--- src/id_rom_regs_pkg.sv ---
// package: register map, fields, reset values and states of the register bank
//------------------------------------------------------------------------------
// Overview of operation
// - bit 31 write-one clears address; self-clears
// - address clear leaves read byte untouched
// - bit 25 starts byte read; self-clears
// - read byte lands in bits 23..16
// - pointer field reads 00h without eeprom
// - pointer loaded from eeprom offset 28h
// - present flag set on detect, reset-only clear
// - reserved bits read as zero
// - dual-phase limit fields read as zero
// - physical response retries, bits 11..8, reset 0
// - async response retries, bits 7..4, reset 0
// - async request retries, bits 3..0, reset 0
//------------------------------------------------------------------------------
package id_rom_regs_pkg;
    // register byte offsets
    localparam logic [7:0]  VERSION_OFS       = 8'h00;
    localparam logic [7:0]  ACCESS_OFS        = 8'h04;
    localparam logic [7:0]  RETRY_OFS         = 8'h08;
    // version register contents
    localparam int          PRESENT_BIT       = 24;
    localparam logic [7:0]  VERSION_MAJOR     = 8'h01;
    localparam logic [7:0]  VERSION_MINOR     = 8'h10;
    // access register fields
    localparam int          ADDR_CLEAR_BIT    = 31;
    localparam int          READ_GO_BIT       = 25;
    localparam int          READ_BYTE_LSB     = 16;
    localparam int          POINTER_LSB       = 0;
    // eeprom word holding the small rom pointer
    localparam logic [7:0]  POINTER_ROM_OFS   = 8'h28;
    localparam logic [7:0]  POINTER_RESET     = 8'h00;
    localparam logic [7:0]  READ_BYTE_RESET   = 8'h00;
    // retry register fields; unit index equals field number
    localparam int          RETRY_UNITS       = 3;
    localparam int          RETRY_W           = 4;
    localparam int          REQ_UNIT          = 0;  // bits 3..0
    localparam int          RESP_UNIT         = 1;  // bits 7..4
    localparam int          PHYS_UNIT         = 2;  // bits 11..8
    localparam logic [11:0] RETRY_RESET       = 12'h000;
    // axi response codes
    localparam logic [1:0]  RESP_OKAY         = 2'b00;
    localparam logic [1:0]  RESP_SLVERR       = 2'b10;
    // byte reader states
    typedef enum logic [1:0] {
        RD_IDLE,
        RD_WAIT_BYTE,
        RD_WAIT_PTR
    } reader_state_t;
endpackage : id_rom_regs_pkg

--- src/rom_rd_if.sv ---
// interface: requests and completions between bank and byte reader
`timescale 1ns/1ps
`default_nettype none
interface rom_rd_if;
    logic       read_go;     // level: a byte read is requested
    logic       addr_clear;  // level: an address clear is requested
    logic       read_done;   // pulse: byte read finished
    logic       clear_done;  // pulse: address clear finished
    logic [7:0] read_byte;   // last byte fetched by a read
    logic [7:0] pointer;     // small rom pointer
    modport bank (output read_go, addr_clear,
                  input  read_done, clear_done, read_byte, pointer);
    modport reader (input  read_go, addr_clear,
                    output read_done, clear_done, read_byte, pointer);
endinterface : rom_rd_if
`default_nettype wire

--- src/rom_byte_reader.sv ---
// module: byte-wise eeprom reader with address counter and pointer fetch
`timescale 1ns/1ps
`default_nettype none
module rom_byte_reader
    import id_rom_regs_pkg::*;
(
    input  wire logic   sys_clk_i,
    input  wire logic   rst_i,
    rom_rd_if.reader    rd,
    input  wire logic   present_i,   // eeprom detected (sticky)
    output logic        rom_req_o,   // byte request to sequencer
    output logic [7:0]  rom_addr_o,  // byte address of request
    input  wire logic   rom_ack_i,   // byte returned
    input  wire logic [7:0] rom_data_i
);
    reader_state_t state_r, state_nxt;
    logic [7:0] addr_r, addr_nxt;       // current byte address
    logic [7:0] byte_r, byte_nxt;       // last read byte
    logic [7:0] ptr_r, ptr_nxt;         // small rom pointer
    logic       loaded_r, loaded_nxt;   // pointer fetched once
    logic       req_r, req_nxt;
    logic [7:0] raddr_r, raddr_nxt;
    logic       rdone_r, rdone_nxt;
    logic       cdone_r, cdone_nxt;

    // next state: pointer fetch first, then clears, then reads
    always_comb begin
        state_nxt  = state_r;
        addr_nxt   = addr_r;
        byte_nxt   = byte_r;
        ptr_nxt    = ptr_r;
        loaded_nxt = loaded_r;
        req_nxt    = 1'b0;
        raddr_nxt  = raddr_r;
        rdone_nxt  = 1'b0;
        cdone_nxt  = 1'b0;
        case (state_r)
            RD_IDLE: begin
                if (present_i && !loaded_r) begin
                    req_nxt   = 1'b1;
                    raddr_nxt = POINTER_ROM_OFS;
                    state_nxt = RD_WAIT_PTR;
                end else if (rd.addr_clear && !cdone_r) begin
                    addr_nxt  = 8'h00;
                    cdone_nxt = 1'b1;              // byte kept
                end else if (rd.read_go && !rdone_r) begin
                    req_nxt   = 1'b1;
                    raddr_nxt = addr_r;
                    state_nxt = RD_WAIT_BYTE;
                end
            end
            RD_WAIT_BYTE: begin
                req_nxt = !rom_ack_i;
                if (rom_ack_i) begin
                    byte_nxt  = rom_data_i;
                    addr_nxt  = addr_r + 8'h01;
                    rdone_nxt = 1'b1;
                    state_nxt = RD_IDLE;
                end
            end
            RD_WAIT_PTR: begin
                req_nxt = !rom_ack_i;
                if (rom_ack_i) begin
                    ptr_nxt    = rom_data_i;
                    loaded_nxt = 1'b1;
                    state_nxt  = RD_IDLE;
                end
            end
            default: state_nxt = RD_IDLE;
        endcase
    end

    // registers; pointer resets to 00h
    always_ff @(posedge sys_clk_i) begin
        if (rst_i) begin
            state_r  <= RD_IDLE;
            addr_r   <= 8'h00;
            byte_r   <= READ_BYTE_RESET;
            ptr_r    <= POINTER_RESET;
            loaded_r <= 1'b0;
            req_r    <= 1'b0;
            raddr_r  <= 8'h00;
            rdone_r  <= 1'b0;
            cdone_r  <= 1'b0;
        end else begin
            state_r  <= state_nxt;
            addr_r   <= addr_nxt;
            byte_r   <= byte_nxt;
            ptr_r    <= ptr_nxt;
            loaded_r <= loaded_nxt;
            req_r    <= req_nxt;
            raddr_r  <= raddr_nxt;
            rdone_r  <= rdone_nxt;
            cdone_r  <= cdone_nxt;
        end
    end

    assign rom_req_o     = req_r;
    assign rom_addr_o    = raddr_r;
    assign rd.read_done  = rdone_r;
    assign rd.clear_done = cdone_r;
    assign rd.read_byte  = byte_r;
    assign rd.pointer    = ptr_r;
endmodule : rom_byte_reader
`default_nettype wire

--- src/retry_limiter.sv ---
// module: one transmit unit's retry counter against its programmed limit
`timescale 1ns/1ps
`default_nettype none
module retry_limiter #(
    parameter int CNT_W = 4
) (
    input  wire logic             sys_clk_i,
    input  wire logic             rst_i,
    input  wire logic [CNT_W-1:0] limit_i,      // allowed retransmissions
    input  wire logic             tx_done_i,    // pulse: attempt acked
    input  wire logic             ack_retry_i,  // busy or data error ack
    output logic                  resend_o,     // pulse: send again
    output logic                  give_up_o     // pulse: report failure
);
    logic [CNT_W-1:0] cnt_r, cnt_nxt;
    logic             rs_nxt, gu_nxt;

    // a zero limit gives up on the first bad ack
    always_comb begin
        cnt_nxt = cnt_r;
        rs_nxt  = 1'b0;
        gu_nxt  = 1'b0;
        if (tx_done_i) begin
            if (ack_retry_i && (cnt_r < limit_i)) begin
                cnt_nxt = cnt_r + 1'b1;
                rs_nxt  = 1'b1;
            end else begin
                cnt_nxt = '0;                // success or limit reached
                gu_nxt  = ack_retry_i;
            end
        end
    end

    // counter and pulse registers
    always_ff @(posedge sys_clk_i) begin
        if (rst_i) begin
            cnt_r     <= '0;
            resend_o  <= 1'b0;
            give_up_o <= 1'b0;
        end else begin
            cnt_r     <= cnt_nxt;
            resend_o  <= rs_nxt;
            give_up_o <= gu_nxt;
        end
    end
endmodule : retry_limiter
`default_nettype wire

--- src/id_rom_access_and_retry_regs.sv ---
// module: axi4-lite register bank for eeprom byte access and transmit retry limits
`timescale 1ns/1ps
`default_nettype none
module id_rom_access_and_retry_regs
    import id_rom_regs_pkg::*;
#(
    parameter int ADDR_W = 8
) (
    input  wire logic              sys_clk_i,
    input  wire logic              rst_i,
    //--------------------------------------------------------------------------
    // axi4-lite slave
    //--------------------------------------------------------------------------
    input  wire logic [ADDR_W-1:0] s_axi_awaddr_i,
    input  wire logic              s_axi_awvalid_i,
    output logic                   s_axi_awready_o,
    input  wire logic [31:0]       s_axi_wdata_i,
    input  wire logic [3:0]        s_axi_wstrb_i,
    input  wire logic              s_axi_wvalid_i,
    output logic                   s_axi_wready_o,
    output logic [1:0]             s_axi_bresp_o,
    output logic                   s_axi_bvalid_o,
    input  wire logic              s_axi_bready_i,
    input  wire logic [ADDR_W-1:0] s_axi_araddr_i,
    input  wire logic              s_axi_arvalid_i,
    output logic                   s_axi_arready_o,
    output logic [31:0]            s_axi_rdata_o,
    output logic [1:0]             s_axi_rresp_o,
    output logic                   s_axi_rvalid_o,
    input  wire logic              s_axi_rready_i,
    //--------------------------------------------------------------------------
    // eeprom byte sequencer
    //--------------------------------------------------------------------------
    input  wire logic              eeprom_detect_i,  // level: eeprom seen
    output logic                   rom_req_o,
    output logic [7:0]             rom_addr_o,
    input  wire logic              rom_ack_i,
    input  wire logic [7:0]        rom_data_i,
    //--------------------------------------------------------------------------
    // retry units: index 0 request, 1 response, 2 physical response
    //--------------------------------------------------------------------------
    input  wire logic [2:0]        tx_done_i,
    input  wire logic [2:0]        ack_retry_i,
    output logic [2:0]             resend_o,
    output logic [2:0]             give_up_o
);
    //--------------------------------------------------------------------------
    // state
    //--------------------------------------------------------------------------
    rom_rd_if rd ();                           // link to byte reader

    logic        present_r, present_nxt;       // eeprom present flag
    logic        go_r, go_nxt;                 // read-start bit
    logic        clr_r, clr_nxt;               // address-clear bit
    logic [11:0] retry_r, retry_nxt;           // three 4-bit limits

    logic              aw_held_r, aw_held_nxt; // write address captured
    logic [ADDR_W-1:0] aw_addr_r, aw_addr_nxt;
    logic              w_held_r, w_held_nxt;   // write data captured
    logic [31:0]       w_data_r, w_data_nxt;
    logic [3:0]        w_strb_r, w_strb_nxt;
    logic              awready_nxt, wready_nxt;
    logic              bvalid_nxt;
    logic [1:0]        bresp_nxt;
    logic              arready_nxt, rvalid_nxt;
    logic [31:0]       rdata_nxt;
    logic [1:0]        rresp_nxt;

    logic        wr_fire;                      // both halves of a write held
    logic        wr_access;                    // write hits access register
    logic        set_clr, set_go;              // software set requests

    //--------------------------------------------------------------------------
    // helpers
    //--------------------------------------------------------------------------
    // true when the offset names one of the three registers
    function automatic logic is_mapped(input logic [ADDR_W-1:0] a);
        logic [7:0] w;
        w = 8'(a) & 8'hfc;
        return (w == VERSION_OFS) || (w == ACCESS_OFS) || (w == RETRY_OFS);
    endfunction : is_mapped

    // read-back value of a register; reserved bits are zero
    function automatic logic [31:0] reg_value(input logic [ADDR_W-1:0] a);
        logic [7:0]  w;
        logic [31:0] v;
        w = 8'(a) & 8'hfc;
        v = 32'h0000_0000;
        case (w)
            VERSION_OFS: begin
                v[PRESENT_BIT]   = present_r;
                v[23:16]         = VERSION_MAJOR;
                v[7:0]           = VERSION_MINOR;
            end
            ACCESS_OFS: begin
                v[ADDR_CLEAR_BIT]                   = clr_r;
                v[READ_GO_BIT]                      = go_r;
                v[READ_BYTE_LSB +: 8]               = rd.read_byte;
                v[POINTER_LSB +: 8]                 = rd.pointer;
            end
            RETRY_OFS: begin
                v[11:0] = retry_r;     // upper limits stay zero
            end
            default: v = 32'h0000_0000;
        endcase
        return v;
    endfunction : reg_value

    //--------------------------------------------------------------------------
    // byte reader
    //--------------------------------------------------------------------------
    assign rd.read_go    = go_r;
    assign rd.addr_clear = clr_r;

    rom_byte_reader i_rom_byte_reader (
        .sys_clk_i  (sys_clk_i),
        .rst_i      (rst_i),
        .rd         (rd.reader),
        .present_i  (present_r),
        .rom_req_o  (rom_req_o),
        .rom_addr_o (rom_addr_o),
        .rom_ack_i  (rom_ack_i),
        .rom_data_i (rom_data_i)
    );

    //--------------------------------------------------------------------------
    // retry counters, one per transmit unit
    //--------------------------------------------------------------------------
    for (genvar u = 0; u < RETRY_UNITS; u++) begin : g_retry
        retry_limiter #(
            .CNT_W (RETRY_W)
        ) i_retry_limiter (
            .sys_clk_i   (sys_clk_i),
            .rst_i       (rst_i),
            .limit_i     (retry_r[u*RETRY_W +: RETRY_W]),
            .tx_done_i   (tx_done_i[u]),
            .ack_retry_i (ack_retry_i[u]),
            .resend_o    (resend_o[u]),
            .give_up_o   (give_up_o[u])
        );
    end

    //--------------------------------------------------------------------------
    // write channel
    //--------------------------------------------------------------------------
    assign wr_fire   = aw_held_r && w_held_r;
    assign wr_access = wr_fire && ((8'(aw_addr_r) & 8'hfc) == ACCESS_OFS);
    // both control bits sit in byte lane 3
    assign set_clr   = wr_access && w_strb_r[3] && w_data_r[ADDR_CLEAR_BIT];
    assign set_go    = wr_access && w_strb_r[3] && w_data_r[READ_GO_BIT];

    // address and data are taken in either order, answered once both held
    always_comb begin
        aw_held_nxt = aw_held_r;
        aw_addr_nxt = aw_addr_r;
        w_held_nxt  = w_held_r;
        w_data_nxt  = w_data_r;
        w_strb_nxt  = w_strb_r;
        bvalid_nxt  = s_axi_bvalid_o;
        bresp_nxt   = s_axi_bresp_o;
        if (s_axi_bvalid_o && s_axi_bready_i) begin
            bvalid_nxt = 1'b0;                 // response taken
        end
        if (s_axi_awvalid_i && s_axi_awready_o) begin
            aw_held_nxt = 1'b1;
            aw_addr_nxt = s_axi_awaddr_i;
        end
        if (s_axi_wvalid_i && s_axi_wready_o) begin
            w_held_nxt = 1'b1;
            w_data_nxt = s_axi_wdata_i;
            w_strb_nxt = s_axi_wstrb_i;
        end
        if (wr_fire) begin
            aw_held_nxt = 1'b0;
            w_held_nxt  = 1'b0;
            bvalid_nxt  = 1'b1;
            bresp_nxt   = is_mapped(aw_addr_r) ? RESP_OKAY : RESP_SLVERR;
        end
        // accept nothing new while a response is pending
        awready_nxt = !aw_held_nxt && !bvalid_nxt;
        wready_nxt  = !w_held_nxt && !bvalid_nxt;
    end

    // write channel registers
    always_ff @(posedge sys_clk_i) begin
        if (rst_i) begin
            aw_held_r       <= 1'b0;
            aw_addr_r       <= '0;
            w_held_r        <= 1'b0;
            w_data_r        <= 32'h0000_0000;
            w_strb_r        <= 4'h0;
            s_axi_awready_o <= 1'b0;
            s_axi_wready_o  <= 1'b0;
            s_axi_bvalid_o  <= 1'b0;
            s_axi_bresp_o   <= RESP_OKAY;
        end else begin
            aw_held_r       <= aw_held_nxt;
            aw_addr_r       <= aw_addr_nxt;
            w_held_r        <= w_held_nxt;
            w_data_r        <= w_data_nxt;
            w_strb_r        <= w_strb_nxt;
            s_axi_awready_o <= awready_nxt;
            s_axi_wready_o  <= wready_nxt;
            s_axi_bvalid_o  <= bvalid_nxt;
            s_axi_bresp_o   <= bresp_nxt;
        end
    end

    //--------------------------------------------------------------------------
    // read channel
    //--------------------------------------------------------------------------
    // one read in flight; data sampled at the address handshake
    always_comb begin
        rvalid_nxt = s_axi_rvalid_o;
        rdata_nxt  = s_axi_rdata_o;
        rresp_nxt  = s_axi_rresp_o;
        if (s_axi_rvalid_o && s_axi_rready_i) begin
            rvalid_nxt = 1'b0;
        end
        if (s_axi_arvalid_i && s_axi_arready_o) begin
            rvalid_nxt = 1'b1;
            rdata_nxt  = reg_value(s_axi_araddr_i);
            rresp_nxt  = is_mapped(s_axi_araddr_i) ? RESP_OKAY : RESP_SLVERR;
        end
        arready_nxt = !rvalid_nxt;
    end

    // read channel registers
    always_ff @(posedge sys_clk_i) begin
        if (rst_i) begin
            s_axi_arready_o <= 1'b0;
            s_axi_rvalid_o  <= 1'b0;
            s_axi_rdata_o   <= 32'h0000_0000;
            s_axi_rresp_o   <= RESP_OKAY;
        end else begin
            s_axi_arready_o <= arready_nxt;
            s_axi_rvalid_o  <= rvalid_nxt;
            s_axi_rdata_o   <= rdata_nxt;
            s_axi_rresp_o   <= rresp_nxt;
        end
    end

    //--------------------------------------------------------------------------
    // control and limit registers
    //--------------------------------------------------------------------------
    // the software set wins over a completion landing in the same cycle,
    // so a back-to-back request is never lost
    always_comb begin
        present_nxt = present_r | eeprom_detect_i;
        clr_nxt     = (clr_r && !rd.clear_done) || set_clr;
        go_nxt      = (go_r && !rd.read_done) || set_go;
        retry_nxt   = retry_r;
        if (wr_fire && ((8'(aw_addr_r) & 8'hfc) == RETRY_OFS)) begin
            if (w_strb_r[0]) begin
                retry_nxt[7:0] = w_data_r[7:0];
            end
            if (w_strb_r[1]) begin
                retry_nxt[11:8] = w_data_r[11:8];
            end
        end
    end

    // control registers; the present flag clears only under reset
    always_ff @(posedge sys_clk_i) begin
        if (rst_i) begin
            present_r <= 1'b0;
            clr_r     <= 1'b0;
            go_r      <= 1'b0;
            retry_r   <= RETRY_RESET;
        end else begin
            present_r <= present_nxt;
            clr_r     <= clr_nxt;
            go_r      <= go_nxt;
            retry_r   <= retry_nxt;
        end
    end
endmodule : id_rom_access_and_retry_regs
`default_nettype wire

--- config.mk ---
export PLATFORM = sky130hd
export DESIGN_NAME = id_rom_access_and_retry_regs
export DESIGN_NICKNAME = d
export VERILOG_FILES = /design/src/id_rom_regs_pkg.sv /design/src/rom_rd_if.sv /design/src/rom_byte_reader.sv /design/src/retry_limiter.sv /design/src/id_rom_access_and_retry_regs.sv
export SDC_FILE = /design/constraint.sdc
export NUM_CORES = 1
export LEC_CHECK = 0
export ABC_CLOCK_PERIOD_IN_PS = 2200
export BUFFER_PORTS_ARGS = -buffer_cell sky130_fd_sc_hd__clkbuf_2
export CAP_MARGIN = 20
export CORE_MARGIN = 3
export CORE_UTILIZATION = 45
export CTS_CLUSTER_DIAMETER = 100
export DETAILED_ROUTE_END_ITERATION = 7
export GPL_TIMING_DRIVEN = 0
export HOLD_SLACK_MARGIN = 0.1
export PLACE_DENSITY_LB_ADDON = 0.25
export SYNTH_ARGS = -nofsm -noshare
export SYNTH_HDL_FRONTEND = slang
export SYNTH_SLANG_ARGS = --single-unit
export TNS_END_PERCENT = 50
--- constraint.sdc ---
create_clock -name sys_clk_i -period 2.2 [get_ports sys_clk_i]
set_clock_uncertainty 0.1 [all_clocks]
set_input_delay 0.22 -clock sys_clk_i [delete_from_list [all_inputs] [get_ports sys_clk_i]]
set_output_delay 0.22 -clock sys_clk_i [all_outputs]
set_load 0.1 [all_outputs]
# Word level (Yosys, flattened, before mapping)
# Index checks and enable logic that the tools add are counted.
classes:
  n_addsub: 4
  n_mul: 0
  div_mod_pow: 0
  order_cmp: 3
  n_eq_ne: 13
  shifts: 0
  n_mux: 40
  bitwise_logic: 6
  n_reduce_logical: 54
op_table:
  columns: ["cell", "n"]
  rows:
  - ["$mux 8", 6]
  - ["$pmux 8 s2", 2]
  - ["$pmux 8 s3", 1]
  - ["$logic_and 1x1->1", 19]
  - ["$mux 1", 19]
  - ["$logic_not 8->1", 2]
  - ["$mux 4", 4]
  - ["$add 4x1->4 const B", 3]
  - ["$eq 6x1->1 const B", 2]
  - ["$eq 6x2->1 const B", 2]
  - ["$lt 4x4->1", 3]
  - ["$mux 2", 6]
  - ["$reduce_or 3->1", 4]
  - ["$reduce_or 2->1", 5]
  - ["$add 8x1->8 const B", 1]
  - ["$logic_not 1->1", 8]
  - ["$reduce_and 2->1", 4]
  - ["$logic_or 1x1->1", 6]
  - ["$ne 2x2->1 const B", 3]
  - ["$ne 3x2->1 const B", 2]
  - ["$reduce_and 3->1", 2]
  - ["$not 1->1", 5]
  - ["$ne 2x1->1 const B", 2]
  - ["$pmux 2 s2", 1]
  - ["other kinds (7)", 8]
totals:
  ff_bits: 149
  latchBits: 0
  ramBits: 0
  romBits: 0
  inputBits: 75
  out_inout_bits: 56
  elab_cells: 156
  memories: 0

# Logic depth before layout (Yosys ltp)
depth:
  ltp_word: 6
  mapped_depth: 7
  mapped_depth_nobuf: 6

# Cells and area by module
# Synthesis repeated with hierarchy kept, for this count alone.
unflattened:
  cells_unflattened: 642
  hier_area_um2: 5652.9
modules_own_cells:
  columns: ["module", "instances", "cells_each", "area_each_um2"]
  rows:
  - ["id_rom_access_and_retry_regs", 1, 345, 2965.3]
  - ["rom_byte_reader", 1, 177, 1576.5]
  - ["retry_limiter", 3, 40, 370.4]

# Worst setup path before layout
# No wires, ideal clock.
synth_path:
  kind: "register -> register"
  startpoint: "register s_axi_wready_o"
  endpoint: "register w_data_r[31]"
  arrival_ns: 1.880
  t_required_ns: 2.030
  setup_slack_ns: 0.149
  path_stages_with_launch: 6
  path_buffers: 2
  period_less_slack_ns: 2.051
  path_cell_list: "dfxtp_1 > and2_1 > clkbuf_1 > clkbuf_1 > nand2_1 > a21oi_1"
synth_between:
  elab_chain_cells: 1
synth_rtl:
  columns: ["element", "line_no", "source"]
  rows:
  - ["start: declaration", "id_rom_access_and_retry_regs.sv:20", "output logic s_axi_wready_o,"]
  - ["start signal: assignment", "id_rom_access_and_retry_regs.sv:203", "s_axi_wready_o <= wready_nxt;"]
  - ["$logic_and 1x1->1", "id_rom_access_and_retry_regs.sv:168", "if (s_axi_wvalid_i && s_axi_wready_o) begin"]
  - ["end signal: assignment", "id_rom_access_and_retry_regs.sv:200", "w_data_r <= w_data_nxt;"]
  - ["end: declaration", "id_rom_access_and_retry_regs.sv:60", "logic [31:0] w_data_r, w_data_nxt;"]
# No other way between the ends.
# A chain may end at the register's enable or synchronous reset.

# Worst setup path in the final report
layout_path:
  startpoint: "register i_rom_byte_reader.state_r[0]"
  endpoint: "register i_rom_byte_reader.addr_r[2]"
layout_between:
  elab_chain_cells: 3
layout_rtl:
  columns: ["element", "line_no", "source"]
  rows:
  - ["start: declaration", "rom_byte_reader.sv:16", "reader_state_t state_r, state_nxt;"]
  - ["start signal: assignment", "rom_byte_reader.sv:86", "state_r <= state_nxt;"]
  - ["$eq 2x1->1 or $logic_not 2->1 (tied branches)", "rom_byte_reader.sv:37", "case (state_r)"]
  - ["$ne 2x2->1 (no source line) or $reduce_bool 2->1 (tied branches)", null, null]
  - ["$reduce_and 4->1 (no source line)", null, null]
  - ["end signal: assignment", "rom_byte_reader.sv:87", "addr_r <= addr_nxt;"]
  - ["end: declaration", "rom_byte_reader.sv:17", "logic [7:0] addr_r, addr_nxt;"]
# Parallel ways exist; a longest one is shown, timed or not.

==> qor.csv <==
stage,metric,value,unit
status,status,"complete, no violations",
detailed_routing,wirelength,14.8,mm
die,dieArea,13400,sq um
logic_synthesis,yosysWarnings,0,
final_layout,drive_gt1_frac,0.201,
setup_path,critPathMaxFanout,10,
timing,hold_viol_final,0,
timing,fin_crit,2.03,ns
final_layout,regArea,2520,sq um
logic_synthesis,synth_top_cell_area_share,0.464,
logic_synthesis,synth_ff_type,dfxtp_1,
final_layout,final_util,0.625,
cts,htree_levels,4,
logic_synthesis,seq_area_frac_synth,0.464,
logic_synthesis,synth_cell_types,54,
logic_synthesis,synthCells,639,
cts,cts_made_buffers,17,
die,start_util,0.468,
logic_synthesis,synth_area_leaders,"dfxtp_1, a21oi_1, nand2_1",
setup_path,crit_buf_inv,3,
logic_synthesis,synth_xor_area_frac,0,
logic_synthesis,async_flop_share,0,
die,ioPinCount,131,
final_layout,final_cell_mix,"dfxtp_1, nand2_1, clkbuf_2",
detailed_routing,vias,5168,
logic_synthesis,synth-seq-cells,126,
timing,final.setup.tns,0,ns
timing,maxSlewHeadroom,0.445,
detailed_routing,ant_nets,0,
global_route,grt_pass1_vias,4964,
placed_design,dp.cells,885,
detailed_routing,wl_per_cell,15.4,microns
setup_path,startpoint,i_rom_byte_reader.state_r[0],
pwr,seq_power_share,0.392,
detailed_routing,drtIter0Drc,329,
logic_synthesis,synth_top_area_cell,dfxtp_1,
setup_path,r2r_setup_slack,0.17,ns
final_layout,final_common_cell,dfxtp_1,
final_layout,fin_nets,901,
min_path,hold_path_class,input pin to register,
final_layout,multi_input_area,2610,sq um
pwr,switching_share,0.255,
pwr,p_int,4.53,mW
detailed_routing,drc,0,
timing,rsz0062_at_grt,false,
final_layout,num_antenna_cells,0,
placed_design,portBuffers,93,
cts,clock_latency,0.42,ns
pwr,clockPowerShare,0.488,
logic_synthesis,syn_area,5440,sq um
placed_design,hpwl,10.3,mm
detailed_routing,first_pass_iters,5,
setup_path,cpMostUsedCell,a21oi_1,
cts,clockRootBuffer,clkbuf_16,
setup_path,path_class,register to register,
die,row_count,39,
setup_path,cp.depth,7,
final_layout,stdcell_count,964,
logic_synthesis,synth-compound-area-share,0.167,
logic_synthesis,synth_mux_area_frac,0.0299,
setup_path,r2r_start,i_rom_byte_reader.state_r[0],
die,fp.dieW,116,microns
final_layout,areaGrowthSynthToFinish,33.4,%
global_route,antenna_found_initial,0,
pwr,total_power,6.08,mW
logic_synthesis,synth_fa_ha_area_frac,0.0391,
timing,drv_slew,0,
setup_path,crit_family,buffers and inverters,
setup_path,crit_chain,"inv_1, ha_1, inv_2, a21oi_1, buf_2, or4_1, a21oi_1",
cts,cts_tree,done,
global_route,grt_usage,0.225,
pwr,vdd_drop_max,0.512,mV
job,maxCapViolations,0,
setup_path,endpoint,i_rom_byte_reader.addr_r[2],
cts,clk_pin_slew,0.05,ns
placed_design,gp_congestion,0.892,
die,chipHeight,116,microns
die,core-area,11600,sq um
timing,clock.fmax,492,MHz
setup_path,arrival,2.28,ns
logic_synthesis,avgSynthCellArea,8.51,sq um
logic_synthesis,synth_simple_gate_area_frac,0.232,
setup_path,r2r_end,i_rom_byte_reader.addr_r[2],
global_route,grt_start_max_net_pins,17,
cts,clkSinkCount,126,
pwr,switchingPower,1.55,mW
timing,setup_violations,0,
detailed_routing,avgViaCountPerCell,5.36,
pwr,power_density,838,nW/um^2
logic_synthesis,synth_edf_count,0,
pwr,power_leakage,2.92,nW
global_route,grt_pass1_wl,23.5,mm
setup_path,critPathLaunchType,register,
setup_path,critical-path-max-stage-delay,0.48,ns
setup_path,rr_worst_depth,7,
setup_path,required,2.44,ns
logic_synthesis,synth_top_family_by_area,simple AND/OR/NAND/NOR gates,
setup_path,endpoint_kind,register,
cts,post-cts-setup-buffers,0,
timing,worst-slew-pin-transition,0.826,ns
cts,ctsLongestPathBuffers,2,
final_layout,fillers,1001,
setup_path,cp_slowest_cell,or4_1,
pwr,power_frac_comb,0.120,
global_route,grt.overflow.total,0,
timing,min_period_over_period,0.923,
==> metal layers <==
layer	GRT usage	vias up	wire length [microns]
met4	0.0990	0	376
met3	0.0595	34	759
met1	0.272	2436	6470
met2	0.379	158	7240
li1	-	2540	-
met5	0	-	0
==> what timing repair did <==
action | CTS | global route
endpoints found under the setup margin | 0 | 12
gates resized for setup | 0 | 4
hold buffers | 48 | 0
hold endpoints to repair | 55 | 0
==> logic make-up (layout without fill, tap and decap cells) <==
kind of cell / after synthesis / after routing
multiplexers: 16 / 16
AND/OR/NAND/NOR: 255 / 255
flip-flops: 126 / 126
AO/OA/AOI/OAI: 153 / 153
adder cells (fa/ha/maj): 17 / 17
buffers and inverters: 71 / 243
other: 1 / 11
==> sequential cells by signal, summed over array words and instances (netlist names), 3 cells and up <==
signal and flops:
s_axi_rdata_o 23, w_data_r 14, g_retry.i_retry_limiter.cnt_r 12, retry_r 12, i_rom_byte_reader.addr_r 8, i_rom_byte_reader.rd.pointer 8
i_rom_byte_reader.rd.read_byte 8, i_rom_byte_reader.rom_addr_o 8, aw_addr_r 6, g_retry.i_retry_limiter.give_up_o 3, g_retry.i_retry_limiter.resend_o 3, w_strb_r 3
==> power groups by stage <==
| stage | clock (mW) | sequential [mW] | combinational [mW] |
|---|---|---|---|
| 6_report | 2.97 | 2.39 | 0.728 |
| 3_5_place_dp | 0 | 2.43 | 0.652 |
| 5_1_grt | 3.10 | 2.39 | 0.774 |
| 3_3_place_gp | 0 | 2.43 | 0.644 |
| 4_1_cts | 3.00 | 2.38 | 0.720 |
| 2_1_floorplan | 0 | 2.59 | 0.331 |
==> area by class of cell <==
class                           instances  area share
Buffer                                 50      0.0398
Tap cell                              143      0.0247
Sequential cell                       126       0.348
Clock buffer                           21      0.0648
Inverter                               21      0.0109
Multi-Input combinational cell        452       0.360
Timing Repair Buffer                  141       0.130
Clock inverter                         10      0.0222
==> how the worst min path moves through the flow <==
stage | from | cells past startpoint | endpoint
global route | s_axi_araddr_i[3] | 4 | s_axi_rdata_o[16]
detailed placement | s_axi_rdata_o[25] | 2 | s_axi_rdata_o[25]
finish | s_axi_araddr_i[3] | 4 | s_axi_rdata_o[16]
CTS | s_axi_araddr_i[3] | 4 | s_axi_rdata_o[16]
floorplan | eeprom_detect_i | 2 | present_r
global placement | aw_addr_r[5] | 2 | aw_addr_r[5]
==> cells in the mapped netlist, drive strengths merged, types with 2 or more instances <==
cell / instances
nor4: 4
mux2i: 14
o21ai: 31
or4b: 2
a2111oi: 3
or3: 2
o21a: 3
and3: 3
o31ai: 5
nor3: 6
a31oi: 4
nor2b: 10
a211oi: 2
a21oi: 82
o311ai: 2
inv: 20
nand2b: 18
clkbuf: 24
o211ai: 8
nand3: 36
buf: 26
and4: 2
and3b: 2
nor3b: 7
and2: 6
a221oi: 10
nand2: 103
or4: 5
nor2: 41
ha: 17
nand4: 4
mux2: 2
dfxtp: 126
==> worst register-to-register path: stages, from the launching register on <==
cell and delay (ns):
dfxtp_1 0.35, inv_1 0.09, ha_1 0.28, inv_2 0.19, a21oi_1 0.10, buf_2 0.20
or4_1 0.48, a21oi_1 0.15
==> through the flow <==
| step | hold slack (ns) | cell area, sq um | worst slack [ns] |
|---|---|---|---|
| floorplan | 0.236 | 5480 | 0.149 |
| global placement | 0.342 | 6120 | 0.171 |
| detailed placement | 0.346 | 6120 | 0.0763 |
| CTS | 0.109 | 7230 | 0.0660 |
| global route | 0.168 | 7260 | 0.0427 |
| finish | 0.132 | 7260 | 0.168 |
No activity file was read; power rests on OpenSTA's default activity.
